**config.mk**
```make
export PLATFORM = sky130hd
export DESIGN_NAME = shared_pin_function_mux
export DESIGN_NICKNAME = d
export VERILOG_FILES = /design/src/pkg/pin_mux_pkg.sv /design/src/hw/shared_pin_function_mux.sv
export SDC_FILE = /design/constraint.sdc
export NUM_CORES = 1
export LEC_CHECK = 0
export BUFFER_PORTS_ARGS = -buffer_cell sky130_fd_sc_hd__buf_2
export CORE_AREA = 2 2 159 239
export CTS_CLUSTER_DIAMETER = 200
export DETAILED_ROUTE_END_ITERATION = 12
export DIE_AREA = 0 0 161 241
export GPL_ROUTABILITY_DRIVEN = 1
export PLACE_DENSITY_LB_ADDON = 0.12
export SYNTH_ARGS = -nofsm -noshare
export SYNTH_HDL_FRONTEND = slang
export SYNTH_SLANG_ARGS = --single-unit
```
**constraint.sdc**
```tcl
create_clock -name CORE_CLK -period 4.45 [get_ports CORE_CLK]
set_input_delay 1.335 -clock CORE_CLK [delete_from_list [all_inputs] [get_ports CORE_CLK]]
set_output_delay 1.335 -clock CORE_CLK [all_outputs]
set_load 0.005 [all_outputs]
```
**src/pkg/pin_mux_pkg.sv**
```systemverilog
// register map, field positions and encodings for the shared pin mux
// assumes one 100 MHz core clock and an avalon-mm slave port
// How it works
// six compare pins follow action, tri-state on protect
// three simple compare pins, tri-state on protect
// timer 1-3 compare pins, tri-state on protect
// timer direction pin low up, high down
// timer clock pin feeds timers' external clock
// converter start pin triggers the converter
// capture 1-2 to capture or quadrature; 3-4 capture
// software latched external flag output
// branch taken when test input low; board pulls high
// clock out pin drives selected internal clock
// serial pins carry serial function or gpio
// port b/c pins: gpio or peripheral, never both
// maskable protect input, low forces compare high-z
// per pin function select, direction and data bits
package pin_mux_pkg;
    // ------------------------------------------------------------
    // register byte addresses
    // ------------------------------------------------------------
    localparam int ADDR_W = 5;
    localparam logic [4:0] ADDR_PORT_B = 5'h00;
    localparam logic [4:0] ADDR_PORT_C = 5'h04;
    localparam logic [4:0] ADDR_SERIAL = 5'h08;
    localparam logic [4:0] ADDR_ACTION = 5'h0C;
    localparam logic [4:0] ADDR_SYSTEM = 5'h10;
    // ------------------------------------------------------------
    // writable bits and reset values
    // ------------------------------------------------------------
    localparam logic [31:0] MASK_PORT = 32'h00FFFFFF;
    localparam logic [31:0] MASK_SERIAL = 32'h003F3F3F;
    localparam logic [31:0] MASK_ACTION = 32'h3F3F0FFF;
    localparam logic [31:0] MASK_SYSTEM = 32'h0000001F;
    localparam logic [31:0] RST_PORT = 32'h00000000;
    localparam logic [31:0] RST_SERIAL = 32'h00000000;
    localparam logic [31:0] RST_ACTION = 32'h00000000;
    localparam logic [31:0] RST_SYSTEM = 32'h00000010;
    // ------------------------------------------------------------
    // field positions
    // ------------------------------------------------------------
    localparam int FSEL_LSB = 0;
    localparam int DIR_LSB = 8;
    localparam int DATA_LSB = 16;
    localparam int PIN_LSB = 24;
    localparam int CMP_ACT_LSB = 0;
    localparam int SIMPLE_ACT_LSB = 16;
    localparam int TIMER_ACT_LSB = 24;
    localparam int SYS_FLAG_BIT = 0;
    localparam int SYS_CLOCK_OUT_SOURCE_SEL_LSB = 1;
    localparam int SYS_QUAD_BIT = 3;
    localparam int SYS_UNMASK_BIT = 4;
    localparam int SYS_PROT_LVL_BIT = 8;
    localparam int SYS_TRISTATE_BIT = 9;
    localparam int SYS_BRANCH_LVL_BIT = 10;
    // ------------------------------------------------------------
    // pin positions inside port b and port c
    // ------------------------------------------------------------
    localparam int PB_TIMER_LSB = 3;
    localparam int PB_TIMER_DIR = 6;
    localparam int PB_TIMER_CLK = 7;
    localparam int PC_CONV_START = 0;
    localparam int PC_CLOCK_OUT = 1;
    localparam int PC_EXT_FLAG = 2;
    localparam int PC_BRANCH = 3;
    localparam int PC_CAP_LSB = 4;
    localparam int SYNC_W = 23;
    localparam logic [22:0] SYNC_RST = 23'h7FFFFF;
    // ------------------------------------------------------------
    // output action encodings
    // ------------------------------------------------------------
    typedef enum logic [1:0] {
        ACT_FORCE_LOW = 2'h0,
        ACT_ACTIVE_LOW = 2'h1,
        ACT_ACTIVE_HIGH = 2'h2,
        ACT_FORCE_HIGH = 2'h3
    } action_t;
endpackage

```
**src/hw/shared_pin_function_mux.sv**
```systemverilog
// shared pin function mux with compare output protection
// assumes peripheral signals on core_clk; pins arrive asynchronously
`timescale 1ns/10ps
module shared_pin_function_mux (
    input wire logic CORE_CLK,
    input wire logic RSTN,
    input wire logic [pin_mux_pkg::ADDR_W-1:0] AVS_ADDRESS,
    input wire logic AVS_READ,
    input wire logic AVS_WRITE,
    input wire logic [31:0] AVS_WRITEDATA,
    input wire logic [3:0] AVS_BYTEENABLE,
    output logic [31:0] AVS_READDATA,
    output logic AVS_WAITREQUEST,
    input wire logic POWER_DRIVE_PROTECT_N,
    input wire logic [5:0] CMP_WAVE,
    input wire logic [2:0] SIMPLE_WAVE,
    input wire logic [2:0] TIMER_WAVE,
    input wire logic [3:0] CLK_SRC,
    input wire logic [5:0] SER_PERIPH_OUT,
    input wire logic [5:0] SER_PERIPH_OE_N,
    output logic [5:0] SER_PERIPH_IN,
    output logic TIMER_COUNT_DOWN,
    output logic TIMER_EXT_CLK,
    output logic CONVERTER_START,
    output logic [3:0] EDGE_LATCH,
    output logic [1:0] QUADRATURE,
    output logic BRANCH_ON_TEST_LOW,
    output logic [5:0] CMP_OUT,
    output logic [5:0] CMP_OE_N,
    input wire logic [7:0] PB_IN,
    output logic [7:0] PB_OUT,
    output logic [7:0] PB_OE_N,
    input wire logic [7:0] PC_IN,
    output logic [7:0] PC_OUT,
    output logic [7:0] PC_OE_N,
    input wire logic [5:0] SER_IN,
    output logic [5:0] SER_OUT,
    output logic [5:0] SER_OE_N
);
    import pin_mux_pkg::*;

    // ------------------------------------------------------------
    // helpers
    // ------------------------------------------------------------
    function automatic logic [31:0] wr_merge(input logic [31:0] old, input logic [31:0] wd,
                                             input logic [3:0] be, input logic [31:0] mask);
        logic [31:0] r;
        r = old;
        for (int i = 0; i < 4; i++) begin
            if (be[i]) begin
                r[8*i +: 8] = wd[8*i +: 8];
            end
        end
        return r & mask;
    endfunction

    function automatic logic act_level(input logic wave, input logic [1:0] act);
        logic v;
        v = 1'b0;
        unique case (action_t'(act))
            ACT_FORCE_LOW: v = 1'b0;
            ACT_ACTIVE_LOW: v = ~wave;
            ACT_ACTIVE_HIGH: v = wave;
            ACT_FORCE_HIGH: v = 1'b1;
        endcase
        return v;
    endfunction

    // ------------------------------------------------------------
    // pin synchronisers
    // ------------------------------------------------------------
    logic [SYNC_W-1:0] sync1_r;
    logic [SYNC_W-1:0] sync2_r;

    always_ff @(posedge CORE_CLK) begin
        if (!RSTN) begin
            sync1_r <= SYNC_RST;
            sync2_r <= SYNC_RST;
        end else begin
            sync1_r <= {POWER_DRIVE_PROTECT_N, SER_IN, PC_IN, PB_IN};
            sync2_r <= sync1_r;
        end
    end

    logic [7:0] pb_pin;
    logic [7:0] pc_pin;
    logic [5:0] ser_pin;
    logic protect_pin_n;
    assign pb_pin = sync2_r[7:0];
    assign pc_pin = sync2_r[15:8];
    assign ser_pin = sync2_r[21:16];
    assign protect_pin_n = sync2_r[22];

    // ------------------------------------------------------------
    // register file
    // ------------------------------------------------------------
    logic [31:0] pb_r;
    logic [31:0] pc_r;
    logic [31:0] ser_r;
    logic [31:0] act_r;
    logic [31:0] sys_r;
    logic wr_now;
    assign wr_now = AVS_WRITE && !AVS_WAITREQUEST;


    always_ff @(posedge CORE_CLK) begin
        if (!RSTN) begin
            pb_r <= RST_PORT;
            pc_r <= RST_PORT;
            ser_r <= RST_SERIAL;
            act_r <= RST_ACTION;
            sys_r <= RST_SYSTEM;
        end else if (wr_now) begin
            if (AVS_ADDRESS == ADDR_PORT_B) begin
                pb_r <= wr_merge(pb_r, AVS_WRITEDATA, AVS_BYTEENABLE, MASK_PORT);
            end
            if (AVS_ADDRESS == ADDR_PORT_C) begin
                pc_r <= wr_merge(pc_r, AVS_WRITEDATA, AVS_BYTEENABLE, MASK_PORT);
            end
            if (AVS_ADDRESS == ADDR_SERIAL) begin
                ser_r <= wr_merge(ser_r, AVS_WRITEDATA, AVS_BYTEENABLE, MASK_SERIAL);
            end
            if (AVS_ADDRESS == ADDR_ACTION) begin
                act_r <= wr_merge(act_r, AVS_WRITEDATA, AVS_BYTEENABLE, MASK_ACTION);
            end
            if (AVS_ADDRESS == ADDR_SYSTEM) begin
                sys_r <= wr_merge(sys_r, AVS_WRITEDATA, AVS_BYTEENABLE, MASK_SYSTEM);
            end
        end
    end

    logic [7:0] pb_fsel;
    logic [7:0] pb_dir;
    logic [7:0] pb_dat;
    logic [7:0] pc_fsel;
    logic [7:0] pc_dir;
    logic [7:0] pc_dat;
    logic [5:0] ser_fsel;
    logic [5:0] ser_dir;
    logic [5:0] ser_dat;
    logic [1:0] clk_sel;
    logic protect_trip;
    assign pb_fsel = pb_r[FSEL_LSB +: 8];
    assign pb_dir = pb_r[DIR_LSB +: 8];
    assign pb_dat = pb_r[DATA_LSB +: 8];
    assign pc_fsel = pc_r[FSEL_LSB +: 8];
    assign pc_dir = pc_r[DIR_LSB +: 8];
    assign pc_dat = pc_r[DATA_LSB +: 8];
    assign ser_fsel = ser_r[FSEL_LSB +: 6];
    assign ser_dir = ser_r[DIR_LSB +: 6];
    assign ser_dat = ser_r[DATA_LSB +: 6];
    assign clk_sel = sys_r[SYS_CLOCK_OUT_SOURCE_SEL_LSB +: 2];
    // masked input never trips, whatever its level
    assign protect_trip = sys_r[SYS_UNMASK_BIT] && !protect_pin_n;

    // ------------------------------------------------------------
    // avalon slave: one wait cycle, then the answer
    // ------------------------------------------------------------
    logic [31:0] rd_nxt;

    always_comb begin
        rd_nxt = 32'h00000000;
        unique case (AVS_ADDRESS)
            ADDR_PORT_B: rd_nxt = pb_r | {pb_pin, 24'h000000};
            ADDR_PORT_C: rd_nxt = pc_r | {pc_pin, 24'h000000};
            ADDR_SERIAL: rd_nxt = ser_r | {2'h0, ser_pin, 24'h000000};
            ADDR_ACTION: rd_nxt = act_r;
            ADDR_SYSTEM: begin
                rd_nxt = sys_r;
                rd_nxt[SYS_PROT_LVL_BIT] = protect_pin_n;
                rd_nxt[SYS_TRISTATE_BIT] = protect_trip;
                rd_nxt[SYS_BRANCH_LVL_BIT] = pc_pin[PC_BRANCH];
            end
            default: rd_nxt = 32'h00000000;
        endcase
    end

    always_ff @(posedge CORE_CLK) begin
        if (!RSTN) begin
            AVS_WAITREQUEST <= 1'b1;
            AVS_READDATA <= 32'h00000000;
        end else begin
            if ((AVS_READ || AVS_WRITE) && AVS_WAITREQUEST) begin
                AVS_WAITREQUEST <= 1'b0;
                AVS_READDATA <= rd_nxt;
            end else begin
                AVS_WAITREQUEST <= 1'b1;
            end
        end
    end

    // ------------------------------------------------------------
    // pin drive
    // ------------------------------------------------------------
    logic [5:0] cmp_out_nxt;
    logic [7:0] pb_out_nxt;
    logic [7:0] pb_oe_n_nxt;
    logic [7:0] pc_out_nxt;
    logic [7:0] pc_oe_n_nxt;
    logic [5:0] ser_out_nxt;
    logic [5:0] ser_oe_n_nxt;

    always_comb begin
        for (int i = 0; i < 6; i++) begin
            cmp_out_nxt[i] = act_level(CMP_WAVE[i], act_r[CMP_ACT_LSB + 2*i +: 2]);
        end
        // gpio mode by default; peripheral overrides below
        pb_out_nxt = pb_dat;
        pb_oe_n_nxt = ~pb_dir;
        pc_out_nxt = pc_dat;
        pc_oe_n_nxt = ~pc_dir;
        for (int i = 0; i < 3; i++) begin
            if (pb_fsel[i]) begin
                pb_out_nxt[i] = act_level(SIMPLE_WAVE[i], act_r[SIMPLE_ACT_LSB + 2*i +: 2]);
                pb_oe_n_nxt[i] = protect_trip;
            end
            if (pb_fsel[PB_TIMER_LSB + i]) begin
                pb_out_nxt[PB_TIMER_LSB + i] =
                    act_level(TIMER_WAVE[i], act_r[TIMER_ACT_LSB + 2*i +: 2]);
                pb_oe_n_nxt[PB_TIMER_LSB + i] = protect_trip;
            end
        end
        // input-only peripheral functions release the pin
        if (pb_fsel[PB_TIMER_DIR]) begin
            pb_oe_n_nxt[PB_TIMER_DIR] = 1'b1;
        end
        if (pb_fsel[PB_TIMER_CLK]) begin
            pb_oe_n_nxt[PB_TIMER_CLK] = 1'b1;
        end
        for (int i = 0; i < 8; i++) begin
            if (pc_fsel[i]) begin
                pc_oe_n_nxt[i] = 1'b1;
            end
        end
        if (pc_fsel[PC_CLOCK_OUT]) begin
            pc_out_nxt[PC_CLOCK_OUT] = CLK_SRC[clk_sel];
            pc_oe_n_nxt[PC_CLOCK_OUT] = 1'b0;
        end
        if (pc_fsel[PC_EXT_FLAG]) begin
            pc_out_nxt[PC_EXT_FLAG] = sys_r[SYS_FLAG_BIT];
            pc_oe_n_nxt[PC_EXT_FLAG] = 1'b0;
        end
        for (int i = 0; i < 6; i++) begin
            // serial block decides its own pin direction
            ser_out_nxt[i] = ser_fsel[i] ? SER_PERIPH_OUT[i] : ser_dat[i];
            ser_oe_n_nxt[i] = ser_fsel[i] ? SER_PERIPH_OE_N[i] : ~ser_dir[i];
        end
    end

    always_ff @(posedge CORE_CLK) begin
        if (!RSTN) begin
            CMP_OUT <= 6'h00;
            CMP_OE_N <= 6'h3F;
            PB_OUT <= 8'h00;
            PB_OE_N <= 8'hFF;
            PC_OUT <= 8'h00;
            PC_OE_N <= 8'hFF;
            SER_OUT <= 6'h00;
            SER_OE_N <= 6'h3F;
        end else begin
            CMP_OUT <= cmp_out_nxt;
            CMP_OE_N <= {6{protect_trip}};
            PB_OUT <= pb_out_nxt;
            PB_OE_N <= pb_oe_n_nxt;
            PC_OUT <= pc_out_nxt;
            PC_OE_N <= pc_oe_n_nxt;
            SER_OUT <= ser_out_nxt;
            SER_OE_N <= ser_oe_n_nxt;
        end
    end

    // ------------------------------------------------------------
    // inputs delivered to peripherals
    // ------------------------------------------------------------
    // deselected inputs give each peripheral its idle level, so a pin
    // in gpio use never disturbs a timer, capture or the converter
    always_ff @(posedge CORE_CLK) begin
        if (!RSTN) begin
            TIMER_COUNT_DOWN <= 1'b0;
            TIMER_EXT_CLK <= 1'b0;
            CONVERTER_START <= 1'b0;
            EDGE_LATCH <= 4'h0;
            QUADRATURE <= 2'h0;
            BRANCH_ON_TEST_LOW <= 1'b0;
            SER_PERIPH_IN <= 6'h3F;
        end else begin
            TIMER_COUNT_DOWN <= pb_fsel[PB_TIMER_DIR] && pb_pin[PB_TIMER_DIR];
            TIMER_EXT_CLK <= pb_fsel[PB_TIMER_CLK] && pb_pin[PB_TIMER_CLK];
            CONVERTER_START <= pc_fsel[PC_CONV_START] && pc_pin[PC_CONV_START];
            for (int i = 0; i < 4; i++) begin
                // capture 1-2 lose their pins to the decoder in quad mode
                EDGE_LATCH[i] <= pc_fsel[PC_CAP_LSB + i] && pc_pin[PC_CAP_LSB + i] &&
                                 !(i < 2 && sys_r[SYS_QUAD_BIT]);
            end
            for (int i = 0; i < 2; i++) begin
                QUADRATURE[i] <= pc_fsel[PC_CAP_LSB + i] && pc_pin[PC_CAP_LSB + i] &&
                                 sys_r[SYS_QUAD_BIT];
            end
            // an unused input reads high so the branch is not taken
            BRANCH_ON_TEST_LOW <= pc_fsel[PC_BRANCH] && !pc_pin[PC_BRANCH];
            for (int i = 0; i < 6; i++) begin
                SER_PERIPH_IN[i] <= ser_fsel[i] ? ser_pin[i] : 1'b1;
            end
        end
    end
endmodule

```
==> results by stage, run 1 <==
Floorplanning:
- The x dimension of the die is 161 um.
- The core region is 0.0366 mm^2.
- The floorplan step defined a die boundary enclosing 0.0388 mm^2.
- The number of standard-cell rows in the floorplan is 86.
- The vertical die dimension is 241 um.
- During I/O placement, the number of pins put on the boundary was 201.
- For this configuration, the core starts out at a cell density of 24.9%.

Synth:
- The synthesized netlist occupies a cell area of 0.00910 mm^2.
- The post-synthesis cell type count is 36.
- After synthesis the netlist holds a flip-flop and latch count of 241.
- The fraction of the yosys area taken by sequential cells is 53.0%.
- The average footprint of a synthesized cell is 11.6 um^2.
- In the synthesized netlist, the number of instances is 787.
- The number of nets in the synthesized netlist is 883.
- For this run, the number of Yosys warnings is 0.

Pwr:
- Summed over all cells, the static leakage comes to 4.52 nW.
- In this run the power density over the cells is 403 mW/mm^2.
- The largest voltage drop on the vdd net is 0.251 mV.

Place:
- During placement, the flow inserted port buffers numbering 198.
- The cell count after placement is 1430.
- The routability congestion estimate from global placement is 0.717.
- The HPWL reported at the end of detailed placement is 21000 um.

Timing:
- The worst pin sits at a relative slew slack of 38.2%.
- After layout, the worst path uses 66.7% of the clock period.
- Counting I/O delays and the setup requirement, the final critical path takes 2.97 ns.
- Setup repair after global routing left no endpoint under its margin.
- The final number of hold-violating endpoints is 0.
- The final sum of negative setup slack is 0 ns.
- The maximum clock frequency is 0.337 GHz.
- The transition at the pin with the smallest max-transition slack is 0.926 ns.
- For the final database, setup skew stands at 0.0112 ns.
- The final number of max-transition violations is 0.
- The total of endpoints with negative setup slack in the final report is 0.

Setup path:
- The kind of start point of the critical path is an input port.
- Along the worst path, the maximum fanout reaches 10.
- The endpoint of the worst-slack reg-to-reg timing path is pb_r[20]$_SDFFE_PN0P_.
- Measured in cells, the most critical reg-to-reg path has a length of 4.
- The beginning of the worst register-to-register path is AVS_WAITREQUEST$_SDFF_PN1_.
- The nature of the critical path endpoint is a flop.
- The most critical setup path has its startpoint at AVS_ADDRESS[4].
- The capturing element of the worst setup path is pb_r[20]$_SDFFE_PN0P_.
- The data arrival time of the critical path is 3.39 ns.
- The required time reported for the critical path endpoint is 4.88 ns.
- The internal reg-to-reg setup slack is 2.37 ns.
- The critical path in this run is classified as in -> reg.

Layout:
- The final layout contains 1071 nets.
- The finished layout holds 1478 standard cells, fillers aside.
- The fraction of final layout cells with drive strength greater than 1 is 28.8%.
- Compared with the post-synthesis result, the final layout area differs by 25.3%.
- In the layout the commonest cells are 241 x sky130_fd_sc_hd__dfxtp_1, 197 x sky130_fd_sc_hd__buf_2, 128 x sky130_fd_sc_hd__nor2b_1, 127 x sky130_fd_sc_hd__mux2i_1, 49 x sky130_fd_sc_hd__nand2b_1.
- The most common library cell in the layout ignoring fill and taps is sky130_fd_sc_hd__dfxtp_1.

Routing:
- Detailed routing inserted a total of 6318 vias.
- The first routing iteration left 281 violations.
- Once detail routing completed, the nets flagged for antenna violations numbered 0.
- The length of the first detailed-routing pass in iterations is 4.
- The wire length per cell after detailed routing is 20.1 um.
- The final wirelength is 29700 um.
- For this run, design rule violations remaining after detail routing come to 0.
- The via density per instance is 4.27.

Global routing:
- The first global-routing pass estimated 42900 um of wire.
- The initial antenna violation count came to 2.
- The overall fraction of global-route tracks in use is 15.1%.
- The number of global-route vias before repair is 6402.
- The total overflow left after global routing is 0.
- Entering global routing, the biggest net connects 225 pins.

CTS:
- The CTS tree is yes.
- For this design, the sink count on the clock tree is 241.
- The CTS H-tree depth is 1.
- Clock latency on the worst-skew pair, taken at its later pin, is 0.54 ns.
- Clock tree synthesis selected as its root buffer the cell sky130_fd_sc_hd__clkbuf_16.
- The number of post-CTS setup repair buffers is 0.
- The post-cts hold buffer count is 0.
- The clock transition at the registers of the reported paths is 0.06 ns.
- Gates resized during post-CTS repair numbered 0.
- The number of clock buffers added by TritonCTS is 27.
- The buffer depth of the longest clock path is 3.

Outcome:
- The flow ran to the end, and the final reports show no timing, DRC or antenna violations.

Flow run:
- The number of max-capacitance violations reported is 0.

Hold path:
- The worst hold path belongs to the class reg -> reg.
[critical path, stage by stage]
cell and delay (ns):
sky130_fd_sc_hd__buf_2 0.13, sky130_fd_sc_hd__or3_1 0.66, sky130_fd_sc_hd__or4_1 0.93, sky130_fd_sc_hd__mux2i_1 0.26
sky130_fd_sc_hd__nor2b_1 0.06
[metal layers]
layer / vias to the layer above / routed length (um) / track usage (%)
met5: - / 23 / 0
met1: 3008 / 12200 / 17.9
met3: 42 / 1670 / 3.14
met2: 163 / 15100 / 27.4
met4: 4 / 589 / 4.22
li1: 3101 / - / -
[sequential cells by signal, summed over array words and instances (netlist names), 18 cells and up]
register and cells:
AVS_READDATA 32, act_r 24, pb_r 24, pc_r 24, ser_r 18, sync1_r 23
sync2_r 23
[where the power goes]
| part | leakage (nW) | switching [mW] | internal (mW) | total [mW] |
|---|---|---|---|---|
| Clock | 0.415 | 0.929 | 1.25 | 2.18 |
| Sequential | 1.95 | 0.0112 | 2.18 | 2.19 |
| Combinational | 2.15 | 0.123 | 0.0963 | 0.219 |
[how the worst min path moves through the flow]
stage / from / end / slack (ns) / cells past startpoint
6_report: sync1_r[13]$_SDFF_PN1_ / sync2_r[13]$_SDFF_PN1_ / 0.41 / 1
5_1_grt: sync1_r[7]$_SDFF_PN1_ / sync2_r[7]$_SDFF_PN1_ / 0.42 / 1
4_1_cts: sync1_r[19]$_SDFF_PN1_ / sync2_r[19]$_SDFF_PN1_ / 0.41 / 1
3_5_place_dp: sync1_r[19]$_SDFF_PN1_ / sync2_r[19]$_SDFF_PN1_ / 0.39 / 1
3_3_place_gp: sync1_r[18]$_SDFF_PN1_ / sync2_r[18]$_SDFF_PN1_ / 0.39 / 1
2_1_floorplan: sync1_r[0]$_SDFF_PN1_ / sync2_r[0]$_SDFF_PN1_ / 0.39 / 1
[area by class of cell]
type | count | area, um^2
Antenna cell | 1 | 2.50
Clock buffer | 39 | 771
Clock inverter | 8 | 71.3
Fill cell | 3903 | 25200
Inverter | 1 | 3.75
Multi-Input combinational cell | 494 | 4010
Sequential cell | 241 | 4820
Tap cell | 484 | 606
Timing Repair Buffer | 210 | 1110
[per-stage QoR]
step	instance area, um^2	worst slack (ns)	hold WS [ns]	util, %	power (mW)
after floorplan	9100	1.61	0.386	-	2.36
after global placement	10600	0.963	0.389	28.8	2.47
after detailed placement	10600	0.928	0.392	28.8	2.47
after CTS	11400	1.50	0.407	31.1	4.67
after global routing	11400	1.42	0.421	31.1	4.77
final	11400	1.48	0.405	31.2	4.59
[kinds of logic after synthesis]
kind of cell	count (synthesis)	share of synthesized area [%]
AO/OA/AOI/OAI	68	5.32
buffers and inverters	52	2.94
flip-flops	241	53.0
multiplexers	149	19.4
AND/OR/NAND/NOR	277	19.3
[cell usage after synthesis]
cell                        number  area, um^2
sky130_fd_sc_hd__clkbuf_1       28         105
sky130_fd_sc_hd__or3_1           3        18.8
sky130_fd_sc_hd__o211ai_1       12        90.1
sky130_fd_sc_hd__buf_4           6        45.0
sky130_fd_sc_hd__nand3b_1       18         135
sky130_fd_sc_hd__nand2_1        36         135
sky130_fd_sc_hd__dfxtp_1       241        4820
sky130_fd_sc_hd__a31oi_1         1        6.26
sky130_fd_sc_hd__o21ai_0        19        95.1
sky130_fd_sc_hd__buf_2           9        45.0
sky130_fd_sc_hd__nand2b_1       49         307
sky130_fd_sc_hd__o211a_1         6        60.1
sky130_fd_sc_hd__nor2_1          7        26.3
sky130_fd_sc_hd__nor2b_1       128         801
sky130_fd_sc_hd__a32o_1          1        10.0
sky130_fd_sc_hd__buf_1           4        15.0
sky130_fd_sc_hd__buf_12          1        20.0
sky130_fd_sc_hd__mux4_2         22         495
sky130_fd_sc_hd__nand3_1         2        10.0
sky130_fd_sc_hd__or2b_1          1        7.51
sky130_fd_sc_hd__o211ai_2        1        12.5
sky130_fd_sc_hd__mux2i_1       127        1270
sky130_fd_sc_hd__inv_1           1        3.75
sky130_fd_sc_hd__nor3_4         10         163
sky130_fd_sc_hd__nor2_2          1        6.26
sky130_fd_sc_hd__and3_1          5        31.3
sky130_fd_sc_hd__buf_6           3        33.8
sky130_fd_sc_hd__nor3_1          2        10.0
sky130_fd_sc_hd__or4_1           4        30.0
sky130_fd_sc_hd__o2bb2ai_1       2        17.5
sky130_fd_sc_hd__and3b_1         1        8.76
sky130_fd_sc_hd__a22oi_1        25         188
sky130_fd_sc_hd__and2_1          8        50.1
sky130_fd_sc_hd__o21ai_1         1        5.00
sky130_fd_sc_hd__or3_2           1        7.51
sky130_fd_sc_hd__and2_0          1        6.26
Power figures use the tool's default switching activity.
==> run 2, diff against run 1 <==
--- a/config.mk
+++ b/config.mk
@@ -5,11 +5,12 @@
 export SDC_FILE = /design/constraint.sdc
 export NUM_CORES = 1
 export LEC_CHECK = 0
+export ABC_AREA = 1
 export BUFFER_PORTS_ARGS = -buffer_cell sky130_fd_sc_hd__buf_2
-export CORE_AREA = 2 2 159 239
+export CORE_AREA = 2 2 157 236
 export CTS_CLUSTER_DIAMETER = 200
 export DETAILED_ROUTE_END_ITERATION = 12
-export DIE_AREA = 0 0 161 241
+export DIE_AREA = 0 0 159 238
 export GPL_ROUTABILITY_DRIVEN = 1
 export PLACE_DENSITY_LB_ADDON = 0.12
 export SYNTH_ARGS = -nofsm -noshare
==> constraint.sdc (replaced) <==
create_clock -name CORE_CLK -period 2.45 [get_ports CORE_CLK]
set_input_delay 0.735 -clock CORE_CLK [delete_from_list [all_inputs] [get_ports CORE_CLK]]
set_output_delay 0.735 -clock CORE_CLK [all_outputs]
set_load 0.005 [all_outputs]
==> run 2 against run 1 <==
Count of clock-buffer cells in the layout down 4. Register-to-register slack worse by 1.5 ns. Total power up 90%. Non-clock buffer count up 28. Sequential power up 82%. Combinational power up 110%. Cell count up 19%. Critical path depth up 3. Sequential share of layout area about the same. Routed wire length up 17%. Via count up 26%. Design area about the same. Largest cell class unchanged.
==> results by stage, run 2 <==
Synth:
- The fraction of post-synthesis cell area in the top cell type by area was 54.7% (+1.6 points).
- The gate count of the mapped netlist came to 1069 (+36%).
- Sorting the synthesized cells by area gives the leading types as sky130_fd_sc_hd__dfxtp_1 55%, sky130_fd_sc_hd__o21ai_0 5.8%, sky130_fd_sc_hd__a21oi_1 5.6%.
- The async set-or-reset flop fraction in the synthesized netlist is 0% (unchanged).
- The count of synthesis-stage warnings from yosys is 0 (unchanged).
- The post-synthesis cell area is 0.00883 mm^2 (-3.0%).
- The number of nets in the synthesized netlist is 1165 (+32%).
- The post-synthesis cell type count is 24 (-33%).
- Among all flip-flop cells after synthesis, the most frequent one is sky130_fd_sc_hd__dfxtp_1.
- The most used standard cell by instance count after synthesis is sky130_fd_sc_hd__dfxtp_1.
- The average footprint of a synthesized cell is 8.26 um^2 (-29%).
- The number of flip-flops and latches in the synthesized netlist is 241 (unchanged).
- The number of enable-type register cells in the synthesized netlist is 0 (unchanged).
- The fraction of the yosys area taken by sequential cells is 54.7% (+1.6 points).
- In the synthesized netlist, the cells that appear most often are 241 x sky130_fd_sc_hd__dfxtp_1, 119 x sky130_fd_sc_hd__nor2_1, 103 x sky130_fd_sc_hd__o21ai_0, 99 x sky130_fd_sc_hd__a21oi_1, 90 x sky130_fd_sc_hd__nand2_1.
- The synthesized design spends more area on one cell type than any other, namely sky130_fd_sc_hd__dfxtp_1.

CTS:
- The quantity of gates resized following cts is 0 (unchanged).
- The latest clock arrival within the worst-skew pair was 0.55 ns (about the same).
- The buffer depth of the longest clock path is 3 (unchanged).
- The number of sinks handled by clock tree synthesis is 241 (unchanged).
- The number of post-CTS setup repair buffers is 0 (unchanged).
- The clock transition at the registers of the reported paths came to 0.06 ns (about the same).
- TritonCTS built the clock tree.
- The post-cts hold buffer count is 0 (unchanged).
- The cell chosen for the clock root is sky130_fd_sc_hd__clkbuf_16.
- The CTS H-tree depth is 1 (unchanged).
- The number of buffers created by CTS was 26 (-3.7%).

Floorplanning:
- The starting density of the core is 24.7% (-0.16 points).
- The vertical die dimension is 238 um (-1.2%).
- The number of standard-cell rows in the floorplan is 85 (-1.2%).
- The area of the placeable core was 0.0357 mm^2 (-2.3%).
- The die area is 0.0378 mm^2 (-2.5%).
- The x dimension of the die came to 159 um (-1.2%).
- The boundary pin count was 201 (unchanged).

Routing:
- The remaining routing DRC violations was 0 (unchanged).
- The via density per instance is 4.50 (+5.3%).
- The length of the first detailed-routing pass in iterations is 4 (unchanged).
- The starting DRC count in detailed routing is 427 (+52%).
- The wire length per cell after detailed routing is 19.6 um (-2.4%).
- The number of nets with antenna violations after routing is 0 (unchanged).
- The final wirelength is 34600 um (+17%).
- The detailed-route via count is 7942 (+26%).

Timing:
- Setup repair after global routing left no endpoint under its margin.
- The final sum of negative setup slack is 0 ns (unchanged).
- The worst slew margin relative to its limit is 51.1% (+13 points).
- The total of endpoints with negative setup slack in the final report is 0 (unchanged).
- The shortest period the worst path allows is 1.81 ns.
- The worst clock skew is 0.0115 ns (+0.000333 ns).
- The final number of hold-violating endpoints is 0 (unchanged).
- The transition at the pin with the smallest max-transition slack is 0.733 ns (-0.193 ns).
- The final number of max-transition violations is 0 (unchanged).
- Based on the critical path, the design can be clocked at up to 0.553 GHz.
- The worst path uses 73.8% of the clock period.

Hold path:
- The hold path startpoint is PC_IN[3].
- The cell depth of the worst min-delay path is 2 (+1).
- The path with the worst hold slack has its endpoint at sync1_r[11]$_SDFF_PN1_.
- The tightest min-delay check is of the in -> reg type.

Setup path:
- The cell depth of the worst flop-to-flop path is 8 (+4).
- The internal reg-to-reg setup slack was 0.90 ns (-1.47 ns).
- STA classifies the critical path endpoint as a flop.
- On the critical path, the stage with the largest delay is an instance of sky130_fd_sc_hd__buf_4.
- In this run the critical register-to-register path is captured at sys_r[3]$_SDFFE_PN0P_.
- The beginning of the worst register-to-register path is AVS_WAITREQUEST$_SDFF_PN1_.
- The kind of start point of the critical path is an input port.
- The worst setup path category is in -> reg.
- The maximum cell stage delay along the critical path was 0.28 ns (-0.65 ns).
- The required time reported for the critical path endpoint came to 2.92 ns (-1.96 ns).
- The number of buffers and inverters on the critical path is 3 (+2).
- The data arrival time of the critical path came to 2.28 ns (-1.11 ns).
- The biggest fanout along the worst timing path is 23 (+13).
- Broken down by cell family, the worst path's largest delay share belongs to simple AND/OR/NAND/NOR gates.
- The critical path goes through buf_2 -> nor2_4 -> buf_12 -> nand3_4 -> buf_4 -> o22ai_1 -> nand2_1 -> a21oi_1.

Global routing:
- The overall fraction of global-route tracks in use is 17.9% (+2.8 points).
- The pin count of the biggest net entering global routing was 100 (-56%).
- The global-route wire length before repair came to 50500 um (+17%).
- The initial antenna violation count is 2 (unchanged).
- The number of global-route vias before repair is 7757 (+21%).
- The total overflow reported by the global router is 0 (unchanged).

Pwr:
- The total power was 8.73 mW (+90%).
- The power per unit of standard cell area was 766 mW/mm^2 (+90%).
- The static power due to leakage is 4.70 nW (+4.0%).
- The largest voltage drop on the vdd net is 0.424 mV (+69%).

Layout:
- The number of fill cells was 3965 (+1.6%).
- The fraction of final layout cells with drive strength greater than 1 is 28.0% (-0.81 points).
- Leaving out fill and tap cells, the most frequent cell in the layout is sky130_fd_sc_hd__dfxtp_1.
- The largest register by flop count is AVS_READDATA.
- The flip-flop count of the largest register after layout is 32 (unchanged).
- The number of standard cells in the final layout excluding fillers is 1764 (+19%).
- The signed area change from the synthesized netlist to the final layout is 29.2%.
- The number of nets in the finished design was 1363 (+27%).
- The top cell types in the final layout, fill and taps aside, are 241 x sky130_fd_sc_hd__dfxtp_1, 197 x sky130_fd_sc_hd__buf_2, 119 x sky130_fd_sc_hd__nor2_1, 103 x sky130_fd_sc_hd__o21ai_0, 99 x sky130_fd_sc_hd__a21oi_1.
- The final cell area excluding filler cells is 0.0114 mm^2 (about the same).
- The number of diodes is 0 (-1).

Place:
- The cell count after placement was 1717 (+20%).
- The routability congestion estimate from global placement is 0.850 (+19%).
- The count of port buffers added during placement came to 198 (unchanged).
- The HPWL reported at the end of detailed placement came to 25600 um (+22%).
- The standard cell area after detailed placement is 0.0105 mm^2 (-0.76%).

Outcome:
- The run finished with clean final reports.

Flow run:
- The number of max-capacitance violations reported is 0 (unchanged).
-- run 2: worst max-delay path by stage --
stage | startpoint | to | slack [ns] | cells after the start
6_report | AVS_ADDRESS[1] | AVS_READDATA[14]$_SDFFE_PN0P_ | 0.64 | 8
5_1_grt | AVS_ADDRESS[1] | pb_r[21]$_SDFFE_PN0P_ | 0.58 | 8
4_1_cts | CMP_OE_N[0]$_SDFF_PN1_ | CMP_OE_N[2] | 0.62 | 1
3_5_place_dp | AVS_ADDRESS[1] | pb_r[18]$_SDFFE_PN0P_ | 0.14 | 8
3_3_place_gp | AVS_ADDRESS[1] | AVS_READDATA[15]$_SDFFE_PN0P_ | 0.14 | 8
2_1_floorplan | AVS_ADDRESS[4] | act_r[10]$_SDFFE_PN0P_ | 0.60 | 8
-- run 2: cell type report --
| cell class | count | area [um^2] | share of cell area (%) |
|---|---|---|---|
| clock buffers | 35 | 766 | 6.71 |
| well taps | 478 | 598 | 5.24 |
| clock inverters | 12 | 165 | 1.45 |
| repair buffers | 238 | 1340 | 11.8 |
| multi-input cells | 663 | 3340 | 29.3 |
| inverters | 97 | 364 | 3.19 |
| flip-flops and latches | 241 | 4820 | 42.3 |
-- run 2: worst register-to-register path: cells and delay by family, from the launching register on --
| kind | cells | cell delay (ns) |
|---|---|---|
| AO/OA/AOI/OAI | 2 | 0.24 |
| buffers and inverters | 3 | 0.45 |
| AND/OR/NAND/NOR | 3 | 0.41 |
| flip-flops | 1 | 0.34 |
-- run 2: where the power goes --
part,total (mW),internal (mW),switching (mW)
Clock,4.29,2.60,1.69
Combinational,0.450,0.162,0.288
Sequential,3.99,3.97,0.0243
Total,8.73,6.73,2.00
-- run 2: layer usage --
layer | global-route usage, % | share of wire [%] | vias up
met5 | 0 | 0.061 | -
met4 | 7.33 | 3.8 | 4
met3 | 2.54 | 3.9 | 53
met2 | 33.0 | 52 | 199
met1 | 20.7 | 40 | 3704
li1 | - | - | 3982
-- run 2: stage by stage --
stage / utilization, % / setup WS, ns / hold WS [ns]
floorplan: - / 0.605 / 0.381
global placement: 29.3 / 0.142 / 0.397
detailed placement: 29.3 / 0.141 / 0.397
CTS: 31.9 / 0.617 / 0.347
global route: 31.9 / 0.577 / 0.360
finish: 31.9 / 0.641 / 0.376
-- run 2: kinds of logic (layout without fill, tap and decap cells) --
kind of cell	Yosys count	count (layout)	synth area share, %
compound gates	298	298	17.9
buf+inv	165	382	7.58
flops	241	241	54.7
simple gates	365	365	19.9
==> run 3, diff against run 2 <==
==> constraint.sdc (replaced) <==
create_clock -name CORE_CLK -period 1.8 [get_ports CORE_CLK]
set_input_delay 0.54 -clock CORE_CLK [delete_from_list [all_inputs] [get_ports CORE_CLK]]
set_output_delay 0.54 -clock CORE_CLK [all_outputs]
set_load 0.005 [all_outputs]
==> run 3 against run 2 <==
Clock skew about the same. Hold slack got worse by 0.20 ns. Register-to-register slack got worse by 0.71 ns. Setup slack got worse by 0.45 ns. Critical path depth decreased by 7. Critical path type is now reg -> out. Largest power group unchanged.
==> results by stage, run 3 (synthesis results as in run 2) <==
Outcome:
- The flow ran to the end, and the final reports show no timing, DRC or antenna violations.

Pwr:
- The power per unit of standard cell area came to 1010 mW/mm^2 (+32%).
- The largest voltage drop on the vdd net was 0.587 mV (+39%).
- The static power due to leakage was 4.85 nW (+3.1%).

Routing:
- The via density per instance is 4.48 (-0.48%).
- The highest metal layer with signal wires is met5.
- The wire length per cell after detailed routing came to 19.1 um (-2.3%).
- The sum of met3 wire segment lengths after detailed routing is 1540 um (+14%).
- The met1 wire length is 13800 um (-1.4%).
- The starting DRC count in detailed routing is 399 (-6.6%).
- The length of the first detailed-routing pass in iterations was 5 (+1).
- The number of nets with antenna violations after routing came to 0 (unchanged).
- The remaining routing DRC violations is 0 (unchanged).
- The detailed-route via count is 8025 (+1.0%).
- The length of routed met2 wiring is 17700 um (-1.2%).
- The final wirelength was 34300 um (-0.78%).

Setup path:
- The worst register-to-register path ends at ser_r[1]$_SDFFE_PN0P_.
- The biggest fanout along the worst timing path was 3 (-87%).
- Broken down by cell family, the worst path's largest delay share belongs to flip-flops.
- The worst setup path startpoint is AVS_WAITREQUEST$_SDFF_PN1_.
- The maximum cell stage delay along the critical path is 0.39 ns (+0.11 ns).
- The nature of the critical path endpoint is an output pin.
- The required time reported for the critical path endpoint is 1.26 ns (-1.66 ns).
- The critical path is of the reg -> out type.
- The cell depth of the worst flop-to-flop path is 8 (unchanged).
- The slowest stage of the critical path is the sky130_fd_sc_hd__dfxtp_1 cell.
- The kind of start point of the critical path is a flop.
- The internal reg-to-reg setup slack was 0.19 ns (-0.71 ns).
- The beginning of the worst register-to-register path is AVS_WAITREQUEST$_SDFF_PN1_.
- The critical path goes through buf_2.
- The number of buffers and inverters on the critical path is 1 (-2).
- The data arrival time of the critical path is 1.07 ns (-1.21 ns).

Floorplanning:
- The area of the placeable core is 0.0357 mm^2 (unchanged).
- The boundary pin count was 201 (unchanged).
- The starting density of the core was 24.7% (unchanged).
- The die area came to 0.0378 mm^2 (unchanged).
- The vertical die dimension is 238 um (unchanged).
- The number of standard-cell rows in the floorplan was 85 (unchanged).
- The x dimension of the die was 159 um (unchanged).

Layout:
- The fraction of final layout cells with drive strength greater than 1 is 29.4% (+1.4 points).
- The number of nets in the finished design is 1389 (+1.9%).
- The final cell area excluding filler cells is 0.0117 mm^2 (+2.4%).
- The flip-flop count of the largest register after layout is 32 (unchanged).
- The number of diodes came to 0 (unchanged).
- The signed area change from the synthesized netlist to the final layout is 32.3%.
- The largest register by flop count is AVS_READDATA.
- The core occupancy in the finished layout is 32.7% (+0.76 points).
- The library cell used most frequently in the layout, excluding fill and tap cells, is sky130_fd_sc_hd__dfxtp_1.
- The top cell types in the final layout, fill and taps aside, are 241 x sky130_fd_sc_hd__dfxtp_1, 197 x sky130_fd_sc_hd__buf_2, 119 x sky130_fd_sc_hd__nor2_1, 103 x sky130_fd_sc_hd__o21ai_0, 99 x sky130_fd_sc_hd__a21oi_1.

CTS:
- The number of post-CTS setup repair buffers is 0 (unchanged).
- The number of sinks handled by clock tree synthesis is 241 (unchanged).
- The buffer depth of the longest clock path was 3 (unchanged).
- The latest clock arrival within the worst-skew pair is 0.55 ns (about the same).
- The number of buffers created by CTS was 27 (+3.8%).
- The CTS H-tree depth is 1 (unchanged).
- TritonCTS built the clock tree.
- The cell chosen for the clock root is sky130_fd_sc_hd__clkbuf_16.
- The quantity of gates resized following cts is 0 (unchanged).
- The clock transition at the registers of the reported paths is 0.06 ns (about the same).
- The post-cts hold buffer count was 0 (unchanged).

Global routing:
- The overall fraction of global-route tracks in use is 17.8% (-0.064 points).
- The pin count of the biggest net entering global routing is 71 (-29%).
- The total overflow reported by the global router is 0 (unchanged).
- The global-route wire length before repair is 50500 um (+0.12%).
- The number of global-route vias before repair is 7911 (+2.0%).
- The initial antenna violation count was 2 (unchanged).

Place:
- The standard cell area after detailed placement came to 0.0108 mm^2 (+2.7%).
- The count of port buffers added during placement is 198 (unchanged).
- The HPWL reported at the end of detailed placement is 26200 um (+2.3%).
- The routability congestion estimate from global placement is 0.879 (+3.5%).

Hold path:
- The endpoint with the worst hold slack is sync1_r[8]$_SDFF_PN1_.
- The cell depth of the worst min-delay path is 2 (unchanged).
- The path class of the tightest hold or removal check is in -> reg.
- The hold path startpoint is PC_IN[0].

Flow run:
- The number of max-capacitance violations reported is 0 (unchanged).

Timing:
- The final number of hold-violating endpoints is 0 (unchanged).
- The worst slew margin relative to its limit is 62.6% (+11 points).
- Static timing analysis puts the maximum clock frequency at 0.620 GHz.
- The transition at the pin with the smallest max-transition slack is 0.560 ns (-0.173 ns).
- The shortest period the worst path allows is 1.61 ns.
- The total of endpoints with negative setup slack in the final report is 0 (unchanged).
- The worst clock skew is 0.0115 ns (-0.0000645 ns).
- The final number of max-transition violations is 0 (unchanged).
- Setup repair after global routing left no endpoint under its margin.
- The final cycle utilization of the critical path is 89.5%.
-- run 3: worst max path at each step --
stage,to,cells past startpoint
floorplan,act_r[10]$_SDFFE_PN0P_,8
global placement,ser_r[1]$_SDFFE_PN0P_,10
detailed placement,pc_r[11]$_SDFFE_PN0P_,8
CTS,CMP_OE_N[5],1
global route,pc_r[5]$_SDFFE_PN0P_,7
finish,AVS_WAITREQUEST,1
-- run 3: per-layer routing --
layer | track usage, % | up-vias
li1 | - | 4042
met1 | 20.6 | 3691
met2 | 32.7 | 233
met3 | 2.80 | 57
met4 | 7.27 | 2
met5 | 0 | -
-- run 3: per-stage QoR --
step | std cells | setup slack [ns] | setup TNS, ns | hold WS, ns | total power [mW]
finish | 1791 | 0.188 | 0 | 0.179 | 11.8
global route | 1791 | 0.0773 | 0 | 0.157 | 12.3
CTS | 1791 | 0.159 | 0 | 0.148 | 12.0
detailed placement | 1742 | -0.181 | -9.31 | 0.397 | 6.22
global placement | 1742 | -0.171 | -9.57 | 0.398 | 6.22
floorplan | 1069 | 0.150 | 0 | 0.381 | 5.84
-- run 3: area by class of cell --
cell class              count  area [um^2]
inverters                  97          364
clock inverters            14          159
fillers                  3926        24100
flip-flops and latches    241         4820
clock buffers              35          756
repair buffers            263         1630
multi-input cells         663         3340
well taps                 478          598
-- run 3: where the power goes --
group / internal [mW] / switching, mW
logic: 0.267 / 0.394
clock network: 3.39 / 2.32
registers: 5.40 / 0.0324
total: 9.06 / 2.75
